<file path="config.mk">
export PLATFORM = sky130hd
export DESIGN_NAME = status_register_transfer
export DESIGN_NICKNAME = d
export VERILOG_FILES = /design/src/hw/status_xfer_pkg.sv /design/src/hw/operand_if.sv /design/src/hw/operand_former.sv /design/src/hw/status_register_transfer.sv
export SDC_FILE = /design/constraint.sdc
export NUM_CORES = 1
export LEC_CHECK = 0
export CAP_MARGIN = 15
export CORE_MARGIN = 1.5
export CORE_UTILIZATION = 40
export DETAILED_ROUTE_END_ITERATION = 7
export DONT_BUFFER_PORTS = 1
export GPL_TIMING_DRIVEN = 0
export RECOVER_POWER = 25
export SETUP_SLACK_MARGIN = 0.02
export SLEW_MARGIN = 20
export SYNTH_ARGS = -nofsm -noshare
export SYNTH_HDL_FRONTEND = slang
export SYNTH_SLANG_ARGS = --single-unit
</file>
<file path="constraint.sdc">
create_clock -name clk -period 7.15 [get_ports clk]
set_input_delay 1.43 -clock clk [delete_from_list [all_inputs] [get_ports clk]]
set_output_delay 1.43 -clock clk [all_outputs]
set_load 0.02 [all_outputs]
</file>
<file path="src/hw/status_xfer_pkg.sv">
// Constants shared by the status-word transfer unit and its testbench.
// Assumes a 25 MHz core clock and a decode stage that presents one instruction at a time.
`default_nettype none
package status_xfer_pkg;
   localparam int WORD_W = 32;
   localparam int FLAG_HI = 31;
   localparam int FLAG_LO = 28;
   localparam int RSVFLAG_HI = 27;
   localparam int RSVFLAG_LO = 24;
   localparam int IRQ_DIS_BIT = 7;
   localparam int FIQ_DIS_BIT = 6;
   localparam int MODE_HI = 4;
   localparam int MODE_LO = 0;
   // Implemented bits: flags, two interrupt disables and the mode field.
   localparam logic [31:0] DEFINED_MASK = 32'hF00000DF;
   localparam logic [31:0] FLAG_BYTE_MASK = 32'hFF000000;
   localparam logic [31:0] STATUS_BYTE_MASK = 32'h00FF0000;
   localparam logic [31:0] EXT_BYTE_MASK = 32'h0000FF00;
   localparam logic [31:0] CTRL_BYTE_MASK = 32'h000000FF;
   localparam int FMASK_CTRL = 0;
   localparam int FMASK_EXT = 1;
   localparam int FMASK_STATUS = 2;
   localparam int FMASK_FLAGS = 3;
   localparam logic [4:0] MODE_USER = 5'h10;
   localparam logic [4:0] MODE_FIQ = 5'h11;
   localparam logic [4:0] MODE_IRQ = 5'h12;
   localparam logic [4:0] MODE_SVC = 5'h13;
   localparam logic [4:0] MODE_ABORT = 5'h17;
   localparam logic [4:0] MODE_UNDEF = 5'h1B;
   localparam logic [4:0] MODE_SYSTEM = 5'h1F;
   localparam logic [4:0] MODE_FIELD_MASK = 5'h1F;
   // Reset enters supervisor mode with both interrupt classes disabled.
   localparam logic [31:0] CURRENT_RESET = 32'h000000D3;
   localparam logic [31:0] SAVED_RESET = 32'h00000000;
   localparam int NUM_BANKS = 5;
   localparam logic [2:0] BANK_FIQ = 3'h0;
   localparam logic [2:0] BANK_IRQ = 3'h1;
   localparam logic [2:0] BANK_SVC = 3'h2;
   localparam logic [2:0] BANK_ABORT = 3'h3;
   localparam logic [2:0] BANK_UNDEF = 3'h4;
   localparam logic [2:0] BANK_NONE = 3'h7;
   localparam logic [1:0] READ_CYCLES = 2'h1;
   localparam logic [1:0] WRITE_SHORT_CYCLES = 2'h1;
   localparam logic [1:0] WRITE_LONG_CYCLES = 2'h3;
   localparam logic [3:0] COND_EQ = 4'h0;
   localparam logic [3:0] COND_NE = 4'h1;
   localparam logic [3:0] COND_CS = 4'h2;
   localparam logic [3:0] COND_CC = 4'h3;
   localparam logic [3:0] COND_MI = 4'h4;
   localparam logic [3:0] COND_PL = 4'h5;
   localparam logic [3:0] COND_VS = 4'h6;
   localparam logic [3:0] COND_VC = 4'h7;
   localparam logic [3:0] COND_HI = 4'h8;
   localparam logic [3:0] COND_LS = 4'h9;
   localparam logic [3:0] COND_GE = 4'hA;
   localparam logic [3:0] COND_LT = 4'hB;
   localparam logic [3:0] COND_GT = 4'hC;
   localparam logic [3:0] COND_LE = 4'hD;
   localparam logic [3:0] COND_AL = 4'hE;
   localparam logic [3:0] PROG_COUNTER_INDEX = 4'hF;
endpackage : status_xfer_pkg
`default_nettype wire

</file>
<file path="src/hw/operand_if.sv">
// Carries the decoded source operand into the operand former.
// Assumes both ends are inside the status-word transfer unit.
`default_nettype none
interface operand_if;
   logic useImm;
   logic [7:0] imm8;
   logic [3:0] rotate;
   logic [31:0] regValue;
   logic [31:0] operand;
   modport user (output useImm, output imm8, output rotate, output regValue, input operand);
   modport former (input useImm, input imm8, input rotate, input regValue, output operand);
endinterface : operand_if
`default_nettype wire

</file>
<file path="src/hw/operand_former.sv">
// Forms the write source: a general register, or a rotated 8-bit immediate.
// Assumes purely combinational use within one core cycle.
`default_nettype none
module operand_former (
   operand_if.former op
);
   logic [63:0] doubled;
   logic [4:0] amount;
   always_comb begin
      amount = {op.rotate, 1'b0};
      doubled = {32'h00000000, 24'h000000, op.imm8} << (6'd32 - {1'b0, amount});
      doubled = doubled | ({32'h00000000, 24'h000000, op.imm8} >> amount);
      if (op.useImm) begin
         op.operand = doubled[31:0];
      end else begin
         op.operand = op.regValue;
      end
   end
endmodule : operand_former
`default_nettype wire

</file>
<file path="src/hw/status_register_transfer.sv">
// Executes the read-status and write-status instructions of the core.
// Assumes the decode stage holds an instruction stable while busy is high.
`default_nettype none
// Operation
// - An instruction whose condition fails completes with no effect.
// - A read copies the whole current or saved status word into the destination register.
// - A write updates only the status-word bytes chosen by its field mask.
// - An immediate is the 8-bit field zero-extended and rotated right by twice rotate.
// - In User mode only the condition flags of the current status word change.
// - The saved status word used is the bank of the mode at execution time.
// - Only flags, two interrupt disables and the mode field exist; the rest read zero.
// - Writes of any value to bits 27 to 24 are accepted without fault.
// - A privileged write to the mode field changes the processor mode.
// - A read completes in one cycle.
// - A write whose condition passes takes one cycle for flags only or a saved word, else three cycles; a failed one takes one.
// - Field-mask bits 0 to 3 select control, extension, status and flags bytes.
module status_register_transfer (
   input wire logic clk,
   input wire logic rst_b,
   input wire logic instValid,
   input wire logic [3:0] instCond,
   input wire logic isWrite,
   input wire logic useSaved,
   input wire logic [3:0] fieldMask,
   input wire logic useImm,
   input wire logic [7:0] imm8,
   input wire logic [3:0] rotate,
   input wire logic [3:0] regIndex,
   input wire logic [31:0] sourceRegValue,
   output logic busy,
   output logic done,
   output logic destWrite,
   output logic [3:0] destIndex,
   output logic [31:0] destData,
   output logic [31:0] currentStatus,
   output logic [4:0] processorMode
);
   typedef enum {IDLE, WAIT_LONG} state_e;
   state_e state;
   logic [1:0] waitCount;
   logic [31:0] current_status_word;
   logic [31:0] savedBank [status_xfer_pkg::NUM_BANKS];
   logic [2:0] bank;
   logic condPass;
   logic [31:0] operand;
   logic [31:0] byteMask;
   logic [31:0] next_current;
   logic [31:0] savedValue;
   logic isUser;
   logic longWrite;
   logic accept;
   operand_if opBus ();

   assign opBus.useImm = useImm;
   assign opBus.imm8 = imm8;
   assign opBus.rotate = rotate;
   assign opBus.regValue = sourceRegValue;
   assign operand = opBus.operand;

   operand_former former (
      .op(opBus.former)
   );

   always_comb begin
      logic n;
      logic z;
      logic c;
      logic v;
      n = current_status_word[31];
      z = current_status_word[30];
      c = current_status_word[29];
      v = current_status_word[28];
      case (instCond)
         status_xfer_pkg::COND_EQ: condPass = z;
         status_xfer_pkg::COND_NE: condPass = !z;
         status_xfer_pkg::COND_CS: condPass = c;
         status_xfer_pkg::COND_CC: condPass = !c;
         status_xfer_pkg::COND_MI: condPass = n;
         status_xfer_pkg::COND_PL: condPass = !n;
         status_xfer_pkg::COND_VS: condPass = v;
         status_xfer_pkg::COND_VC: condPass = !v;
         status_xfer_pkg::COND_HI: condPass = c && !z;
         status_xfer_pkg::COND_LS: condPass = !c || z;
         status_xfer_pkg::COND_GE: condPass = n == v;
         status_xfer_pkg::COND_LT: condPass = n != v;
         status_xfer_pkg::COND_GT: condPass = !z && (n == v);
         status_xfer_pkg::COND_LE: condPass = z || (n != v);
         status_xfer_pkg::COND_AL: condPass = 1'b1;
         default: condPass = 1'b0;
      endcase
   end

   // Bank follows the live mode, so a mode change takes effect on the next instruction.
   always_comb begin
      case (current_status_word[status_xfer_pkg::MODE_HI:status_xfer_pkg::MODE_LO])
         status_xfer_pkg::MODE_FIQ: bank = status_xfer_pkg::BANK_FIQ;
         status_xfer_pkg::MODE_IRQ: bank = status_xfer_pkg::BANK_IRQ;
         status_xfer_pkg::MODE_SVC: bank = status_xfer_pkg::BANK_SVC;
         status_xfer_pkg::MODE_ABORT: bank = status_xfer_pkg::BANK_ABORT;
         status_xfer_pkg::MODE_UNDEF: bank = status_xfer_pkg::BANK_UNDEF;
         default: bank = status_xfer_pkg::BANK_NONE;
      endcase
   end

   always_comb begin
      isUser = current_status_word[4:0] == status_xfer_pkg::MODE_USER;
      byteMask = 32'h00000000;
      if (fieldMask[status_xfer_pkg::FMASK_FLAGS]) begin
         byteMask = byteMask | status_xfer_pkg::FLAG_BYTE_MASK;
      end
      if (fieldMask[status_xfer_pkg::FMASK_STATUS]) begin
         byteMask = byteMask | status_xfer_pkg::STATUS_BYTE_MASK;
      end
      if (fieldMask[status_xfer_pkg::FMASK_EXT]) begin
         byteMask = byteMask | status_xfer_pkg::EXT_BYTE_MASK;
      end
      // User mode silently drops everything but the flags byte, with no exception.
      if (fieldMask[status_xfer_pkg::FMASK_CTRL] && !isUser) begin
         byteMask = byteMask | status_xfer_pkg::CTRL_BYTE_MASK;
      end
      if (isUser) begin
         byteMask = byteMask & status_xfer_pkg::FLAG_BYTE_MASK;
      end
      // Unimplemented bits, including 27 to 24, are accepted and discarded.
      next_current = ((current_status_word & ~byteMask) | (operand & byteMask))
         & status_xfer_pkg::DEFINED_MASK;
      savedValue = (bank == status_xfer_pkg::BANK_NONE) ? 32'h00000000 : savedBank[bank];
      longWrite = !useSaved && (fieldMask[2:0] != 3'h0);
      accept = instValid && state == IDLE;
   end

   always_ff @(posedge clk or negedge rst_b) begin
      if (!rst_b) begin
         current_status_word <= status_xfer_pkg::CURRENT_RESET;
      end else if (accept && condPass && isWrite && !useSaved) begin
         current_status_word <= next_current;
      end
   end

   genvar gi;
   generate
      for (gi = 0; gi < status_xfer_pkg::NUM_BANKS; gi++) begin : gSaved
         always_ff @(posedge clk or negedge rst_b) begin
            if (!rst_b) begin
               savedBank[gi] <= status_xfer_pkg::SAVED_RESET;
            end else if (accept && condPass && isWrite && useSaved
               && bank == 3'(gi)) begin
               savedBank[gi] <= ((savedBank[gi] & ~byteMask) | (operand & byteMask))
                  & status_xfer_pkg::DEFINED_MASK;
            end
         end
      end
   endgenerate

   always_ff @(posedge clk or negedge rst_b) begin
      if (!rst_b) begin
         state <= IDLE;
         waitCount <= 2'h0;
         busy <= 1'b0;
         done <= 1'b0;
      end else begin
         done <= 1'b0;
         case (state)
            IDLE: begin
               if (accept) begin
                  if (condPass && isWrite && longWrite) begin
                     state <= WAIT_LONG;
                     waitCount <= status_xfer_pkg::WRITE_LONG_CYCLES - 2'h1;
                     busy <= 1'b1;
                  end else begin
                     done <= 1'b1;
                  end
               end
            end
            WAIT_LONG: begin
               waitCount <= waitCount - 2'h1;
               if (waitCount == 2'h1) begin
                  state <= IDLE;
                  busy <= 1'b0;
                  done <= 1'b1;
               end
            end
            default: state <= IDLE;
         endcase
      end
   end

   // The program counter is never a legal destination, so no guard is spent on it.
   always_ff @(posedge clk or negedge rst_b) begin
      if (!rst_b) begin
         destWrite <= 1'b0;
         destIndex <= 4'h0;
         destData <= 32'h00000000;
      end else begin
         destWrite <= accept && condPass && !isWrite;
         if (accept && !isWrite) begin
            destIndex <= regIndex;
            destData <= useSaved ? savedValue : current_status_word;
         end
      end
   end

   assign currentStatus = current_status_word;
   assign processorMode = current_status_word[4:0];
endmodule : status_register_transfer
`default_nettype wire

</file>
==> metrics.cfg <==
[timing]
setup_viol=0
fin_skew_ns=0.00630
fin_crit_ns=3.92
rsz0062_at_grt=no
final_max_slew_viol_count=0
worst_pin_slew_ns=1.06
layout_setup_ws_ns=3.23
holdWs_ns=0.503
tns_ns=0
slew-limit-headroom_pct=28.7
max_freq_ghz=0.255
fin_crit_sh_pct=54.8
hold_viol=0

[grt]
grt_usage_pct=18.1
grt_pass1_wl_microns=18900
grt_max_degree=87
grt_pass1_vias=3581
grt_overflow=0
grt_antenna_before_repair=0

[setup_path]
critical_path.cell_chain=clkbuf_1 > inv_1 > ha_1 > clkbuf_1 > mux2_2 > a2bb2oi_1 > nor2_1 > a41oi_1 > o22ai_1 > mux2_2
arrival_ns=4.13
timing.rr.end=savedBank[39]$_DFFE_PN0P_
worstSetupStartpointType=input port
rrSetupSlack_ns=4.20
worst_path_max_delay_cell=mux2_2
cp_num_buf_inv=3
cpPeakStageDelay_ns=0.40
path_class=input port to flip-flop
critPathLaunch=rotate[0]
path_max_fanout=10
cp-end-kind=flip-flop
required_ns=7.37
crit_family=buffers and inverters
ff2ff_path_depth=7
r2r_start=currentStatus[28]$_DFFE_PN0P_

[pwr]
power_leakage_nw=2.75
cellPowerDensity_mw_per_mm2=276
power_mw=1.61
peakVddDrop_uv=189

[clocking]
clkTransAtPathRegs_ns=0.06
tritoncts=built
clock_latency_ns=0.34
cts_made_buffers=9
cts.hold.buffers_added=0
clock_sinks=86
htree_levels=3
clock_path_buffers=2
cts_resized=0
cts_root_buf=clkbuf_16
postCtsSetupRepairBufs=0

[layout]
drive_gt1_share_pct=29.7
area.growth.synth_to_final_pct=13.3
fill_cells=1211
final_util_pct=46.4
final_nets=597
final_cells=710
final_area_sq_mm=0.00583
antenna_cells=0

[yosys]
ys_types=56
yosys.area_share.simple_pct=14.6
ys.flop_type=dfrtp_1
synth-edff-count=0
yosys_warnings=0
yosysTopAreaCell=dfrtp_1
yosysSeqAreaShare_pct=41.9
synth_fa_ha_area_share_pct=0.680
async_reset_ff_share_pct=100
ys_ff_latch=86
netlist_area_sq_mm=0.00515
synthTopCellsByArea=dfrtp_1, mux2_2, mux2_4
synth_mux_area_share_pct=20.0
yosysTopAreaCellShare_pct=39.4
avgSynthCellArea_sq_um=10.7
synth_top_family_by_area=multiplexers
synthCells=481
yosys.area_share.xor_xnor_pct=1.02
synth_compound_area_share_pct=10.9

[detailed_routing]
drt-initial-drc-count=126
vias=3641
first_pass_iters=6
routed_wl_microns=11900
ant_nets=0
wl_per_cell_microns=16.7
routed_via_density=5.13
drc=0

[place]
hpwl_microns=8860
io_buffers=0
placedCellCount=694
dp_worst_setup_slack_ns=2.91
place_area_sq_mm=0.00552
gp_congestion=0.838

[hold_path]
hold_end=savedBank[61]$_DFFE_PN0P_
hp-class=flip-flop to flip-flop
min_from=savedBank[61]$_DFFE_PN0P_
whs_path_depth=1

[floorplanning]
core-area_sq_mm=0.0126
num_rows=41
dieHeight_microns=116
initial_core_util_pct=41.0
io_pins=138
die-area_sq_mm=0.0136
die_w_microns=116

[status]
run_status=completed

[job]
drv_cap=0

## routing by layer
layer	vias up	GRT usage, %	part of all wire [%]
li1	1739	-	-
met4	0	4.47	0.85
met1	1812	22.4	42
met5	-	0	0
met2	81	31.8	52
met3	9	4.10	5.4
## cell usage after synthesis, types with 2 or more instances
cell type and count:
a211o_1 2, a211oi_1 2, a21oi_1 32, a2bb2oi_1 7, buf_4 49, buf_6 4, clkbuf_1 21, dfrtp_1 81
dfstp_2 5, ha_1 2, inv_1 15, mux2_2 48, mux2_4 25, mux2i_1 9, nand2_1 15, nand2b_1 5
nand3_1 6, nand3b_1 4, nor2_1 37, nor2b_1 4, nor3_1 5, nor3b_1 12, nor4_1 11, nor4b_2 2
nor4b_4 3, o21a_1 3, o21ai_0 18, o221ai_1 2, o22ai_1 17, or4_1 2, or4b_1 4, xnor2_1 3
xor2_1 3
## worst max path at each step
stage                                         end  slack (ns)  cells past startpoint
floorplan           currentStatus[28]$_DFFE_PN0P_        3.44                     10
global placement        savedBank[60]$_DFFE_PN0P_        3.00                     10
detailed placement      savedBank[28]$_DFFE_PN0P_        2.91                     10
CTS                     savedBank[60]$_DFFE_PN0P_        3.22                     10
global route            savedBank[60]$_DFFE_PN0P_        3.04                     10
finish                  savedBank[60]$_DFFE_PN0P_        3.23                     10
## power breakdown
group	switching, mW	internal, mW
registers	0.154	0.566
logic	0.226	0.169
clock network	0.187	0.305
total	0.567	1.04
## kinds of logic after synthesis
group,Yosys count
compound gates,91
xor+xnor,6
fa+ha+maj,3
buf+inv,91
flops,86
mux,83
other cells,1
simple gates,120
## flip-flops by register name, indices dropped and copies added (netlist names)
name,flops
destIndex,4
savedBank,55
currentStatus,11
done,1
busy,1
waitCount,2
destWrite,1
destData,11
## layout by cell type, fill, tap and decap left out, types with 4 or more instances in the layout
cell type,instances
dfstp_2,5
mux2_2,48
clkbuf_1,22
nand2_1,15
mux2i_1,9
dfrtp_1,81
a21oi_1,32
nand3_1,6
nor2b_1,4
o21ai_0,18
mux2_4,25
nor4_1,11
clkbuf_16,9
nand3b_1,4
a2bb2oi_1,7
buf_4,49
nor3b_1,12
nand2b_1,5
o22ai_1,17
inv_1,15
nor3_1,5
conb_1,42
nor2_1,37
buf_6,4
or4b_1,4
## final cells by class
class	instances	area [sq um]	share of cell area [%]
Tap cell	172	215	3.69
Inverter	15	56.3	0.965
Clock buffer	10	229	3.93
Clock inverter	6	86.3	1.48
Multi-Input combinational cell	345	2590	44.4
Sequential cell	86	2160	37.0
Buffer	76	500	8.58
Note: power is estimated with default switching activity, not from simulation.
